## config.mk

```make
export PLATFORM = sky130hd
export DESIGN_NAME = cpm_sequencer
export DESIGN_NICKNAME = d
export VERILOG_FILES = /design/src/design/cpm_pkg.sv /design/src/design/cpm_avg.sv /design/src/design/cpm_sequencer.sv /design/src/design/cpm_tick_div.sv
export SDC_FILE = /design/constraint.sdc
export NUM_CORES = 2
export LEC_CHECK = 0
export BUFFER_PORTS_ARGS = -buffer_cell sky130_fd_sc_hd__buf_2
export CORE_MARGIN = 2
export CORE_UTILIZATION = 35
export CTS_CLUSTER_SIZE = 16
export DETAILED_ROUTE_END_ITERATION = 6
export MAX_ROUTING_LAYER = met4
export PLACE_DENSITY_LB_ADDON = 0.2
export REMOVE_ABC_BUFFERS = 1
export SLEW_MARGIN = 20
export SYNTH_ARGS = -nofsm -noshare
export SYNTH_HDL_FRONTEND = slang
export SYNTH_HIERARCHICAL = 1
export SYNTH_SLANG_ARGS = --single-unit
```

## constraint.sdc

```tcl
create_clock -name sys_clk_i -period 26.3 [get_ports sys_clk_i]
set_input_delay 3.945 -clock sys_clk_i [delete_from_list [all_inputs] [get_ports sys_clk_i]]
set_output_delay 3.945 -clock sys_clk_i [all_outputs]
set_load 0.005 [all_outputs]
```

## src/design/cpm_pkg.sv

```systemverilog
// shared constants, types and helpers of the current/power monitor sequencer
package cpm_pkg;
  localparam int NCH            = 2;
  localparam int NMEAS          = 2 * NCH;
  localparam int MEAS_SENSE     = 0;
  localparam int MEAS_SOURCE    = 1;
  localparam int FLG_CONVERSION_DONE_FLAG  = NMEAS;
  localparam int SENSE_W        = 12;
  localparam int SOURCE_W       = 11;
  localparam int RESULT_W       = 16;
  localparam int SENSE_PAD      = 4;
  localparam int SOURCE_PAD     = 5;
  localparam int SENSE_BITS_MIN = 6;
  localparam int SENSE_BITS_MAX = 11;
  localparam int SOURCE_BITS_MIN = 8;
  localparam int RATIO_SHIFT    = 6;

  localparam int CLK_PERIOD_NS  = 50;
  localparam int TICK_TIME_US   = 2500;
  localparam int TICK_CYCLES    = (TICK_TIME_US * 1000) / CLK_PERIOD_NS;
  localparam int RATE_1_MS      = 1000;
  localparam int RATE_2_MS      = 500;
  localparam int RATE_4_MS      = 250;
  localparam logic [8:0] PERIOD_1_TICKS = 9'((RATE_1_MS * 1000) / TICK_TIME_US);
  localparam logic [8:0] PERIOD_2_TICKS = 9'((RATE_2_MS * 1000) / TICK_TIME_US);
  localparam logic [8:0] PERIOD_4_TICKS = 9'((RATE_4_MS * 1000) / TICK_TIME_US);
  localparam int ALERT_PULSE_NS = 5000;
  localparam logic [6:0] ALERT_PULSE_CYCLES =
    7'((ALERT_PULSE_NS + CLK_PERIOD_NS - 1) / CLK_PERIOD_NS);

  localparam logic [2:0] SENSE_TIME_RST  = 3'h5;
  localparam logic [1:0] SOURCE_TIME_RST = 2'h2;
  localparam logic [1:0] AVG_RST         = 2'h0;
  localparam logic [1:0] RANGE_RST       = 2'h3;
  localparam logic [1:0] RATE_RST        = 2'h3;
  localparam logic [1:0] RATE_1          = 2'h0;
  localparam logic [1:0] RATE_2          = 2'h1;
  localparam logic [1:0] RATE_4          = 2'h2;

  typedef enum logic [1:0] {ST_STANDBY, ST_SAMPLE, ST_FINISH, ST_WAIT} cpm_state_e;
  typedef enum logic [1:0] {PH_SENSE, PH_SOURCE, PH_DONE} cpm_phase_e;

  // sample windows in 2.5 ms ticks, doubling per code step
  function automatic logic [7:0] sense_ticks(input logic [2:0] code);
    return 8'h01 << code;
  endfunction : sense_ticks

  function automatic logic [7:0] source_ticks(input logic [1:0] code);
    return 8'h01 << code;
  endfunction : source_ticks

  // zero means back-to-back cycles
  function automatic logic [8:0] period_ticks(input logic [1:0] rate);
    unique case (rate)
      RATE_1:  return PERIOD_1_TICKS;
      RATE_2:  return PERIOD_2_TICKS;
      RATE_4:  return PERIOD_4_TICKS;
      default: return 9'h000;
    endcase
  endfunction : period_ticks

  // keeps sign plus 6..11 magnitude bits, depending on window length
  function automatic logic [11:0] sense_mask(input logic [2:0] code);
    int bits;
    bits = SENSE_BITS_MIN + int'(code);
    if (bits > SENSE_BITS_MAX)
    begin
      bits = SENSE_BITS_MAX;
    end
    return 12'hfff << (SENSE_BITS_MAX - bits);
  endfunction : sense_mask

  function automatic logic [10:0] source_mask(input logic [1:0] code);
    return 11'h7ff << (SOURCE_W - SOURCE_BITS_MIN - int'(code));
  endfunction : source_mask

  // |sense| * |source|, top 16 bits of the 22-bit product
  function automatic logic [15:0] power_ratio(input logic [11:0] s,
                                              input logic [10:0] v);
    logic [10:0] m;
    logic [21:0] p;
    m = s[11] ? 11'(~s + 12'h001) : s[10:0];
    if (s == 12'h800)
    begin
      m = 11'h7ff;
    end
    p = 22'(m) * 22'(v);
    return p[21:RATIO_SHIFT];
  endfunction : power_ratio
endpackage : cpm_pkg

```

## src/design/cpm_avg.sv

```systemverilog
// running average over the newest 1, 2, 4 or 8 samples
`timescale 1ns/100ps
module cpm_avg (
  input  wire logic               sys_clk_i,
  input  wire logic               reset_n_i,
  input  wire logic               push_i,
  input  wire logic signed [11:0] sample_i,
  input  wire logic [1:0]         avg_code_i,
  output logic signed [11:0]      avg_o
);
  logic signed [11:0] hist_q [8];
  logic signed [11:0] hist_d [8];
  logic signed [14:0] sum;
  logic signed [11:0] avg_d;
  int                 n;

  always_comb
  begin
    n   = 1 << avg_code_i;
    sum = 15'(sample_i);
    for (int i = 0; i < 7; i++)
    begin
      if (i < n - 1)
      begin
        sum = sum + 15'(hist_q[i]);
      end
    end
    avg_d  = push_i ? 12'(sum >>> avg_code_i) : avg_o;
    hist_d = hist_q;
    if (push_i)
    begin
      hist_d[0] = sample_i;
      for (int i = 1; i < 8; i++)
      begin
        hist_d[i] = hist_q[i-1];
      end
    end
  end

  always_ff @(posedge sys_clk_i or negedge reset_n_i)
  begin
    if (!reset_n_i)
    begin
      hist_q <= '{default: 12'h000};
      avg_o  <= 12'h000;
    end
    else
    begin
      hist_q <= hist_d;
      avg_o  <= avg_d;
    end
  end
endmodule : cpm_avg

```

## src/design/cpm_sequencer.sv

```systemverilog
// conversion sequencer: power states, sampling windows, results, limits, alert
// Functional notes
// - active: cycles start automatically at the programmed rate interval
// - standby: no cycles run, stored results stay readable
// - all measurement disables set puts the device into standby
// - standby one-shot request runs one cycle, then back to standby
// - active skips disabled measurements; one-shot updates every measurement
// - both channels start sampling at the same instant
// - sense window first, then source window, each with its own time
// - optional averaging of last 2..8 samples, per measurement and channel
// - cycle end updates enabled results, ratio, high/low status, done flag
// - cycle end asserts alert when a value is out of its limits
// - rate selectable in active, slowest one cycle per second
// - sampling longer than the rate period forces continuous cycles
// - sense resolution is sign plus 6..11 bits by window length
// - sense result signed, left-justified, low four bits zero
// - four sense ranges, widest after reset
// - source result unsigned, left-justified, low five bits zero
// - ratio is |sense| times |source| kept as 16 bits
// - ratio recomputed whenever a channel result updates
// - ratio 65535 stands for full-scale power
// - sense time code 2.5..320 ms doubling, 80 ms after reset
// - source time code 2.5..20 ms, 10 ms after reset
// - alert holds after the condition goes until flags are cleared
`timescale 1ns/100ps
module cpm_sequencer #(
  parameter int unsigned TICK_CYCLES = cpm_pkg::TICK_CYCLES
) (
  input  wire logic                                 sys_clk_i,
  input  wire logic                                 reset_n_i,
  input  wire logic [cpm_pkg::NMEAS-1:0]            measurement_disable_flags_i,
  input  wire logic                                 one_shot_req_i,
  input  wire logic [1:0]                           conversion_rate_setting_i,
  input  wire logic [cpm_pkg::NCH-1:0][2:0]         sense_sample_time_code_i,
  input  wire logic [cpm_pkg::NCH-1:0][1:0]         source_sample_time_code_i,
  input  wire logic [cpm_pkg::NCH-1:0][1:0]         sense_avg_code_i,
  input  wire logic [cpm_pkg::NCH-1:0][1:0]         source_avg_code_i,
  input  wire logic [1:0]                           full_scale_range_i,
  input  wire logic [cpm_pkg::NCH-1:0][11:0]        sense_raw_i,
  input  wire logic [cpm_pkg::NCH-1:0][10:0]        source_raw_i,
  input  wire logic [cpm_pkg::NCH-1:0][11:0]        sense_high_limit_i,
  input  wire logic [cpm_pkg::NCH-1:0][11:0]        sense_low_limit_i,
  input  wire logic [cpm_pkg::NCH-1:0][10:0]        source_high_limit_i,
  input  wire logic [cpm_pkg::NCH-1:0][10:0]        source_low_limit_i,
  input  wire logic [cpm_pkg::NMEAS:0]              high_status_clear_i,
  input  wire logic [cpm_pkg::NMEAS-1:0]            low_status_clear_i,
  input  wire logic                                 alert_mask_all_i,
  input  wire logic [cpm_pkg::NMEAS-1:0]            alert_mask_i,
  input  wire logic                                 conversion_done_flag_alert_en_i,
  output logic [1:0]                                full_scale_range_o,
  output logic [cpm_pkg::NCH-1:0]                   sample_sense_o,
  output logic [cpm_pkg::NCH-1:0]                   sample_source_o,
  output logic                                      standby_o,
  output logic                                      busy_o,
  output logic [cpm_pkg::NCH-1:0][15:0]             sense_result_o,
  output logic [cpm_pkg::NCH-1:0][15:0]             source_result_o,
  output logic [cpm_pkg::NCH-1:0][15:0]             power_ratio_o,
  output logic [cpm_pkg::NMEAS:0]                   high_status_o,
  output logic [cpm_pkg::NMEAS-1:0]                 low_status_o,
  output logic                                      alert_o,
  output logic                                      alert_oe_n_o
);
  import cpm_pkg::*;

  cpm_state_e             state_q, state_d;
  cpm_phase_e             phase_q [NCH];
  cpm_phase_e             phase_d [NCH];
  logic [NCH-1:0][7:0]    tcnt_q, tcnt_d;
  logic [8:0]             per_q, per_d;
  logic                   shot_q, shot_d;
  logic [NMEAS-1:0]       en_q, en_d;
  logic [NCH-1:0][2:0]    stime_q, stime_d;
  logic [NCH-1:0][1:0]    vtime_q, vtime_d;
  logic [NCH-1:0][1:0]    savg_q, savg_d;
  logic [NCH-1:0][1:0]    vavg_q, vavg_d;
  logic [1:0]             range_d;
  logic [1:0]             rate_q, rate_d;
  logic [NCH-1:0]         push_s, push_v;
  logic [NCH-1:0]         ss_d, sv_d;
  logic [NCH-1:0][11:0]   savg_out;
  logic [NCH-1:0][11:0]   vavg_out;
  logic                   start, finish, tick, all_dis, all_done, override;
  logic [8:0]             win;

  cpm_tick_div #(
    .TICK_CYCLES (TICK_CYCLES)
  ) u_tick (
    .sys_clk_i (sys_clk_i),
    .reset_n_i (reset_n_i),
    .restart_i (start),
    .tick_o    (tick)
  );

  for (genvar c = 0; c < NCH; c++)
  begin : g_ch
    cpm_avg u_savg (
      .sys_clk_i  (sys_clk_i),
      .reset_n_i  (reset_n_i),
      .push_i     (push_s[c]),
      .sample_i   (sense_raw_i[c] & sense_mask(stime_q[c])),
      .avg_code_i (savg_q[c]),
      .avg_o      (savg_out[c])
    );
    cpm_avg u_vavg (
      .sys_clk_i  (sys_clk_i),
      .reset_n_i  (reset_n_i),
      .push_i     (push_v[c]),
      .sample_i   ({1'b0, source_raw_i[c] & source_mask(vtime_q[c])}),
      .avg_code_i (vavg_q[c]),
      .avg_o      (vavg_out[c])
    );
  end

  always_comb
  begin
    state_d  = state_q;
    phase_d  = phase_q;
    tcnt_d   = tcnt_q;
    per_d    = per_q;
    shot_d   = shot_q;
    en_d     = en_q;
    stime_d  = stime_q;
    vtime_d  = vtime_q;
    savg_d   = savg_q;
    vavg_d   = vavg_q;
    range_d  = full_scale_range_o;
    rate_d   = rate_q;
    push_s   = '0;
    push_v   = '0;
    start    = 1'b0;
    finish   = 1'b0;
    all_done = 1'b1;
    override = 1'b0;
    all_dis  = &measurement_disable_flags_i;
    for (int c = 0; c < NCH; c++)
    begin
      win = 9'(sense_ticks(stime_q[c])) + 9'(source_ticks(vtime_q[c]));
      if (win > period_ticks(rate_q))
      begin
        override = 1'b1;
      end
    end
    if (tick && per_q != 9'h1ff)
    begin
      per_d = per_q + 9'h001;
    end
    unique case (state_q)
      ST_STANDBY:
      begin
        per_d = per_q;
        if (one_shot_req_i || !all_dis)
        begin
          start = 1'b1;
        end
      end
      ST_SAMPLE:
      begin
        for (int c = 0; c < NCH; c++)
        begin
          unique case (phase_q[c])
            PH_SENSE:
            begin
              if (!en_q[2*c+MEAS_SENSE])
              begin
                phase_d[c] = PH_SOURCE;
              end
              else if (tick)
              begin
                tcnt_d[c] = tcnt_q[c] + 8'h01;
                if (tcnt_d[c] == sense_ticks(stime_q[c]))
                begin
                  push_s[c]  = 1'b1;
                  phase_d[c] = PH_SOURCE;
                  tcnt_d[c]  = 8'h00;
                end
              end
            end
            PH_SOURCE:
            begin
              if (!en_q[2*c+MEAS_SOURCE])
              begin
                phase_d[c] = PH_DONE;
              end
              else if (tick)
              begin
                tcnt_d[c] = tcnt_q[c] + 8'h01;
                if (tcnt_d[c] == source_ticks(vtime_q[c]))
                begin
                  push_v[c]  = 1'b1;
                  phase_d[c] = PH_DONE;
                  tcnt_d[c]  = 8'h00;
                end
              end
            end
            PH_DONE:
            begin
              tcnt_d[c] = 8'h00;
            end
          endcase
          if (phase_q[c] != PH_DONE)
          begin
            all_done = 1'b0;
          end
        end
        if (all_done)
        begin
          state_d = ST_FINISH;
        end
      end
      ST_FINISH:
      begin
        finish  = 1'b1;
        state_d = (shot_q || all_dis) ? ST_STANDBY : ST_WAIT;
      end
      ST_WAIT:
      begin
        if (all_dis)
        begin
          state_d = ST_STANDBY;
        end
        else if (override || per_d >= period_ticks(rate_q))
        begin
          start = 1'b1;
        end
      end
    endcase
    if (start)
    begin
      // settings are frozen for the whole cycle so a cycle never mixes codes
      state_d = ST_SAMPLE;
      tcnt_d  = '0;
      per_d   = 9'h000;
      shot_d  = all_dis;
      en_d    = all_dis ? '1 : ~measurement_disable_flags_i;
      stime_d = sense_sample_time_code_i;
      vtime_d = source_sample_time_code_i;
      savg_d  = sense_avg_code_i;
      vavg_d  = source_avg_code_i;
      range_d = full_scale_range_i;
      rate_d  = conversion_rate_setting_i;
      for (int c = 0; c < NCH; c++)
      begin
        // a channel with its sense off opens its source window at once
        phase_d[c] = en_d[2*c+MEAS_SENSE] ? PH_SENSE : PH_SOURCE;
      end
    end
    for (int c = 0; c < NCH; c++)
    begin
      ss_d[c] = (state_d == ST_SAMPLE) && (phase_d[c] == PH_SENSE) && en_d[2*c];
      sv_d[c] = (state_d == ST_SAMPLE) && (phase_d[c] == PH_SOURCE) && en_d[2*c+1];
    end
  end

  always_ff @(posedge sys_clk_i or negedge reset_n_i)
  begin
    if (!reset_n_i)
    begin
      state_q            <= ST_STANDBY;
      phase_q            <= '{default: PH_DONE};
      tcnt_q             <= '0;
      per_q              <= 9'h000;
      shot_q             <= 1'b0;
      en_q               <= '0;
      stime_q            <= {NCH{SENSE_TIME_RST}};
      vtime_q            <= {NCH{SOURCE_TIME_RST}};
      savg_q             <= {NCH{AVG_RST}};
      vavg_q             <= {NCH{AVG_RST}};
      full_scale_range_o <= RANGE_RST;
      rate_q             <= RATE_RST;
      sample_sense_o     <= '0;
      sample_source_o    <= '0;
      standby_o          <= 1'b1;
      busy_o             <= 1'b0;
    end
    else
    begin
      state_q            <= state_d;
      phase_q            <= phase_d;
      tcnt_q             <= tcnt_d;
      per_q              <= per_d;
      shot_q             <= shot_d;
      en_q               <= en_d;
      stime_q            <= stime_d;
      vtime_q            <= vtime_d;
      savg_q             <= savg_d;
      vavg_q             <= vavg_d;
      full_scale_range_o <= range_d;
      rate_q             <= rate_d;
      sample_sense_o     <= ss_d;
      sample_source_o    <= sv_d;
      standby_o          <= (state_d == ST_STANDBY);
      busy_o             <= (state_d == ST_SAMPLE) || (state_d == ST_FINISH);
    end
  end

  logic [NCH-1:0][15:0] sres_d, vres_d, ratio_d;
  logic [NMEAS:0]       hi_d, hi_set;
  logic [NMEAS-1:0]     lo_d, lo_set;
  logic [6:0]           pulse_q, pulse_d;
  logic                 alert_d;

  always_comb
  begin
    sres_d  = sense_result_o;
    vres_d  = source_result_o;
    ratio_d = power_ratio_o;
    hi_set  = '0;
    lo_set  = '0;
    pulse_d = (pulse_q != 7'h00) ? pulse_q - 7'h01 : 7'h00;
    if (finish)
    begin
      for (int c = 0; c < NCH; c++)
      begin
        if (en_q[2*c+MEAS_SENSE])
        begin
          sres_d[c] = {savg_out[c], 4'h0};
        end
        if (en_q[2*c+MEAS_SOURCE])
        begin
          vres_d[c] = {vavg_out[c][10:0], 5'h00};
        end
        // full scale on both gives near 65535
        ratio_d[c] = power_ratio(sres_d[c][15:4], vres_d[c][15:5]);
        hi_set[2*c] = $signed(sres_d[c][15:4]) >= $signed(sense_high_limit_i[c]);
        lo_set[2*c] = $signed(sres_d[c][15:4]) < $signed(sense_low_limit_i[c]);
        hi_set[2*c+1] = vres_d[c][15:5] >= source_high_limit_i[c];
        lo_set[2*c+1] = vres_d[c][15:5] < source_low_limit_i[c];
      end
      hi_set[FLG_CONVERSION_DONE_FLAG] = 1'b1;
      if (conversion_done_flag_alert_en_i)
      begin
        pulse_d = ALERT_PULSE_CYCLES;
      end
    end
    // a flag set in the clearing cycle survives
    hi_d    = (high_status_o & ~high_status_clear_i) | hi_set;
    lo_d    = (low_status_o & ~low_status_clear_i) | lo_set;
    alert_d = !alert_mask_all_i &&
              (|((hi_d[NMEAS-1:0] | lo_d) & ~alert_mask_i));
    alert_d = alert_d || (pulse_d != 7'h00);
  end

  always_ff @(posedge sys_clk_i or negedge reset_n_i)
  begin
    if (!reset_n_i)
    begin
      sense_result_o  <= '0;
      source_result_o <= '0;
      power_ratio_o   <= '0;
      high_status_o   <= '0;
      low_status_o    <= '0;
      pulse_q         <= 7'h00;
      alert_o         <= 1'b0;
      alert_oe_n_o    <= 1'b1;
    end
    else
    begin
      sense_result_o  <= sres_d;
      source_result_o <= vres_d;
      power_ratio_o   <= ratio_d;
      high_status_o   <= hi_d;
      low_status_o    <= lo_d;
      pulse_q         <= pulse_d;
      alert_o         <= 1'b0;
      alert_oe_n_o    <= !alert_d;
    end
  end
endmodule : cpm_sequencer

```

## src/design/cpm_tick_div.sv

```systemverilog
// fixed time base: one-cycle tick every 2.5 ms, restartable
`timescale 1ns/100ps
module cpm_tick_div #(
  parameter int unsigned TICK_CYCLES = 50000
) (
  input  wire logic sys_clk_i,
  input  wire logic reset_n_i,
  input  wire logic restart_i,
  output logic      tick_o
);
  localparam int CW = $clog2(TICK_CYCLES + 1);
  logic [CW-1:0] cnt_q;
  logic [CW-1:0] cnt_d;
  logic          tick_d;

  always_comb
  begin
    tick_d = 1'b0;
    cnt_d  = cnt_q + CW'(1);
    if (restart_i)
    begin
      cnt_d = '0;
    end
    else if (cnt_q == CW'(TICK_CYCLES - 1))
    begin
      cnt_d  = '0;
      tick_d = 1'b1;
    end
  end

  always_ff @(posedge sys_clk_i or negedge reset_n_i)
  begin
    if (!reset_n_i)
    begin
      cnt_q  <= '0;
      tick_o <= 1'b0;
    end
    else
    begin
      cnt_q  <= cnt_d;
      tick_o <= tick_d;
    end
  end
endmodule : cpm_tick_div

```

After elaboration in Yosys (flattened, before gate mapping):

Index checks and enable logic that the tools add are counted.
W data, S select, Z words.

* muxes and demuxes: 128
* equality and inequality tests: 36
* shifts and indexed selects: 16
* add/subtract/negate cells: 47
* bitwise gates (word level): 16
* reductions and logical operators: 36
* order comparisons: 41
* multiply operators: 2

Operators by type and width (number)
* $mux W15: 28
* $lt A4 B32 Y1 const A: 12
* $add A15 B12 Y15: 24
* $lt A3 B32 Y1 const A: 8
* $mux W16: 12
* $lt A1 B32 Y1 const A: 4
* $lt A2 B32 Y1 const A: 4
* $shl A1 B2 Y32 const A: 4
* $sub A32 B2 Y32 const B: 4
* $mux W8: 12
* $mux W11: 6
* $shl A11 B32 Y11 const A: 2
* $shl A12 B32 Y12 const A: 2
* $sub A5 B32 Y32 const A: 2
* $pmux W8 S3: 2
* $mux W9: 5
* $mul A11 B11 Y22: 2
* $mux W2: 18
* $eq A8 B8 Y1: 4
* $sshr A15 B2 Y11: 2
* $sshr A15 B2 Y12: 2
* $mux W1: 29
* $mux W4: 7
* $pmux W9 S3: 1
* 51 further kinds: 126

* logic and storage cells: 392
* register bits: 562
* bits of input ports: 182
* output and inout port bits: 115

Depth between registers and ports, before layout:

* depth after elaboration: 21
* mapped depth: 58
* depth with buffers taken out: 57

Modules after synthesis:

The synthesis kept the hierarchy.

By module, submodules not included
* cpm_avg: cells an instance 978, instances 4, seq. area each 2402.3 um2, area an instance 8811.0 um2
* cpm_sequencer: cells an instance 2332, instances 1, seq. area each 3996.3 um2, area an instance 20223.1 um2
* cpm_tick_div: cells an instance 83, instances 1, seq. area each 425.4 um2, area an instance 822.0 um2

Worst setup path before layout:

OpenSTA, ideal clock, no wires.

* kind: input -> register
* start point: input sense_raw_i[0] (netlist name)
* end point: register g_ch[0].u_savg.avg_o[11]
* path buffers: 0
* setup time: 0.128 ns
* path slack: 14.077 ns
* required time: 26.172 ns
* stages: 48
* arrival time: 12.095 ns
* cells stage by stage: nand2_1 -> nor2_1 -> ha_1 -> inv_1 -> fa_1 -> and2b_1 -> o21ai_0 -> nand2b_1 -> xnor2_1 -> o21ai_0 -> ha_1 -> a21oi_1 -> o21ai_0 -> xor2_1 -> mux2_2 -> ha_1 -> o21a_1 -> a21boi_1 -> [... 12 more ...] -> ha_1 -> nand4_1 -> nor4_1 -> a211oi_1 -> xnor2_1 -> mux2_2 -> ha_1 -> or3_1 -> nor3_1 -> nor3_1 -> xor2_1 -> o21a_1 -> ha_1 -> nand2_1 -> o21ai_0 -> xnor3_2 -> mux2i_1 -> nor4_2

* longest elaborated chain between the ends: 16

Ends and longest elaborated chain
* start, declared: line cpm_sequencer.sv:39 `input wire logic [cpm_pkg::NCH-1:0][11:0] sense_raw_i,`
* $and A12 B12 Y12 (*): line cpm_sequencer.sv:100 `.sample_i (sense_raw_i[c] & sense_mask(stime_q[c])),`
* $add A12 B12 Y13: line cpm_avg.sv:25 `sum = sum + 15'(hist_q[i]);`
* $mux W15 (*): line cpm_avg.sv:23 `if (i < n - 1)`
* $add A15 B12 Y15: line cpm_avg.sv:25
* $mux W15 (*): line cpm_avg.sv:23
* $add A15 B12 Y15: line cpm_avg.sv:25
* $mux W15 (*): line cpm_avg.sv:23
* $add A15 B12 Y15: line cpm_avg.sv:25
* $mux W15 (*): line cpm_avg.sv:23
* $add A15 B12 Y15: line cpm_avg.sv:25
* $mux W15 (*): line cpm_avg.sv:23
* $add A15 B12 Y15: line cpm_avg.sv:25
* $mux W15 (*): line cpm_avg.sv:23
* $add A15 B12 Y15: line cpm_avg.sv:25
* $mux W15 (*): line cpm_avg.sv:23
* $sshr A15 B2 Y12 (*): line cpm_avg.sv:28 `avg_d = push_i ? 12'(sum >>> avg_code_i) : avg_o;`
* end signal, assigned: line cpm_avg.sv:50 `avg_o <= avg_d;`
* end, declared: line cpm_avg.sv:9 `output logic signed [11:0] avg_o`

Every way passes the cells marked *; elsewhere a longest branch is shown, timed or not.
A chain may end at the register's enable or synchronous reset.

Worst setup path in the final report:

Ends and elaborated chain as after synthesis.

==> impl_metrics.tcl <==
set metrics [dict create \
    synth_area_per_cell_um2 8.92 \
    worstPathRequired_ns 26.82 \
    wirelength_um 161000 \
    drc 0 \
    met1Wirelength_um 76400 \
    rows 146 \
    wl_met2_um 73800 \
    grt_max_degree 142 \
    globalplace.congestion 0.911 \
    pre_cts_slack_ns 12.94 \
    dp_hpwl_um 126000 \
    grt_pass1_vias 45121 \
    min_from "shot_q" \
    grt.total_usage_pct 20.3 \
    finalCritPeriodShare_pct 48.7 \
    gr-total-overflow 0 \
    worst_pin_slew_ns 1.07 \
    path_max_fanout 6 \
    period_needed_ns 12.80 \
    ant_nets 0 \
    hold_buffers 0 \
    rsz0062_at_grt "no" \
    crit_top_cell "ha_1" \
    grt_pass1_wl_um 256000 \
    clk_pin_slew_ns 0.05 \
    drive_gt1_share_pct 15.5 \
    synthCells 6249 \
    dpl_cell_area_um2 59400 \
    status "finished, final reports clean" \
    arrival_ns 13.32 \
    setup_viol 0 \
    initial_core_util_pct 35.2 \
    setup_slack_ns 13.50 \
    critPathSlowestCell "xnor3_2" \
    timing.slew.headroom_pct 26.7 \
    hold_viol 0 \
    r2r_end "g_ch[0].u_savg/avg_o[11]" \
    path_class "input pin to flop" \
    max_stage_delay_ns 0.46 \
    die_h_um 403 \
    max_freq_mhz 78.1 \
    antenna_found_initial 10 \
    clock_latency_ns 0.67 \
    crit_start "sense_raw_i[0]" \
    nFillCells 15980 \
    cts_tree "done" \
    h-tree-depth 3 \
    crit_end "g_ch[0].u_savg/avg_o[11]" \
    die_w_um 403 \
    area_growth_pct 11.4 \
    wl_met3_um 6990 \
    r2r_start "stime_q[2]" \
    core-area_um2 158000 \
    cts_sinks 558 \
    post-cts-setup-buffers 0 \
    syn_area_um2 55700 \
    post-route-cell-area_um2 62100 \
    tns_ns 0 \
    wl_per_cell_um 18.7 \
    cp-end-kind "flop" \
    drt_first_iter_violations 2444 \
    r2r_cells 53 \
    max_cap_violations 0 \
    min_path_type "flop to flop" \
    cts_buffers 78 \
    start_kind "input pin" \
    final_nets 7493 \
    place.port_buffers 277 \
    finClkSkew_ns 0.0354 \
    vias_per_cell 5.22 \
    ctsLongestPathBuffers 3 \
    slew_viol_final 0 \
    yosysWarnings 6 \
    num_vias 44936 \
    holdWs_ns 0.482 \
    die_area_um2 162000 \
    cts_resized 0 \
    highest_layer "met4" \
    cts_root_buf "clkbuf_16" \
    pin_count 297 \
    drt_pass1_iterations 5 \
    r2r_slack_ns 15.01 \
]
==> layout make-up <==
type	count	area [µm²]	share of cell area, %
Clock buffer	115	2360	3.81
Clock inverter	26	317	0.510
Tap cell	2072	2590	4.18
Sequential cell	558	14000	22.5
Antenna cell	8	20.0	0.0323
Timing Repair Buffer	348	1940	3.13
Inverter	524	1970	3.17
Multi-Input combinational cell	4957	38900	62.6
==> worst max-delay path, delay by kind of cell <==
family / cells / cell delay [ns]
muxes: 3 / 0.78
adders and majority gates: 8 / 2.51
buffers and inverters: 3 / 0.21
AOI/OAI and AO/OA: 15 / 2.67
xor gates and xnor gates: 7 / 1.19
and+or+nand+nor: 13 / 1.98
==> worst min-delay path by stage <==
stage | end | cells past startpoint
floorplan | shot_q | 2
CTS | shot_q | 2
detailed placement | shot_q | 2
global placement | shot_q | 2
global route | power_ratio_o[14] | 2
finish | shot_q | 2
==> flip-flops by register name, indices dropped and copies added, names as in the netlist, 9 cells and up <==
name and cells:
source_result_o 22, g_ch.u_vavg/avg_o 22, g_ch.u_savg/avg_o 24, u_tick/cnt_q 16, g_ch.u_vavg/hist_q 168, g_ch.u_savg/hist_q 168
power_ratio_o 32, sense_result_o 24, per_q 9, tcnt_q 16
==> per-layer routing <==
layer | global-route usage (%) | up-vias
met4 | 4.68 | 0
met5 | - | -
met1 | 27.0 | 21723
li1 | - | 22288
met2 | 32.7 | 754
met3 | 2.85 | 171
==> cells in the final DEF, fill, tap and decap left out, types with 81 or more instances in the layout <==
master	count
xor2_1	153
buf_2	276
nand2_1	457
a21o_1	148
fa_1	188
a21oi_1	381
nand2b_1	91
nor3_1	116
clkbuf_16	81
mux2_2	388
inv_1	515
xnor2_1	249
o21ai_0	389
nor2_1	639
o21a_1	116
dfrtp_1	543
ha_1	655
==> metrics by stage <==
stage	instances	util (%)
after global placement	8459	37.5
final	8608	39.2
after CTS	8600	39.2
after global routing	8604	39.2
after detailed placement	8459	37.5
after floorplan	6039	-
Power is left out: the tool's default activity adds up to more than one toggle a clock period on the data nets, which glitch-free logic cannot reach.
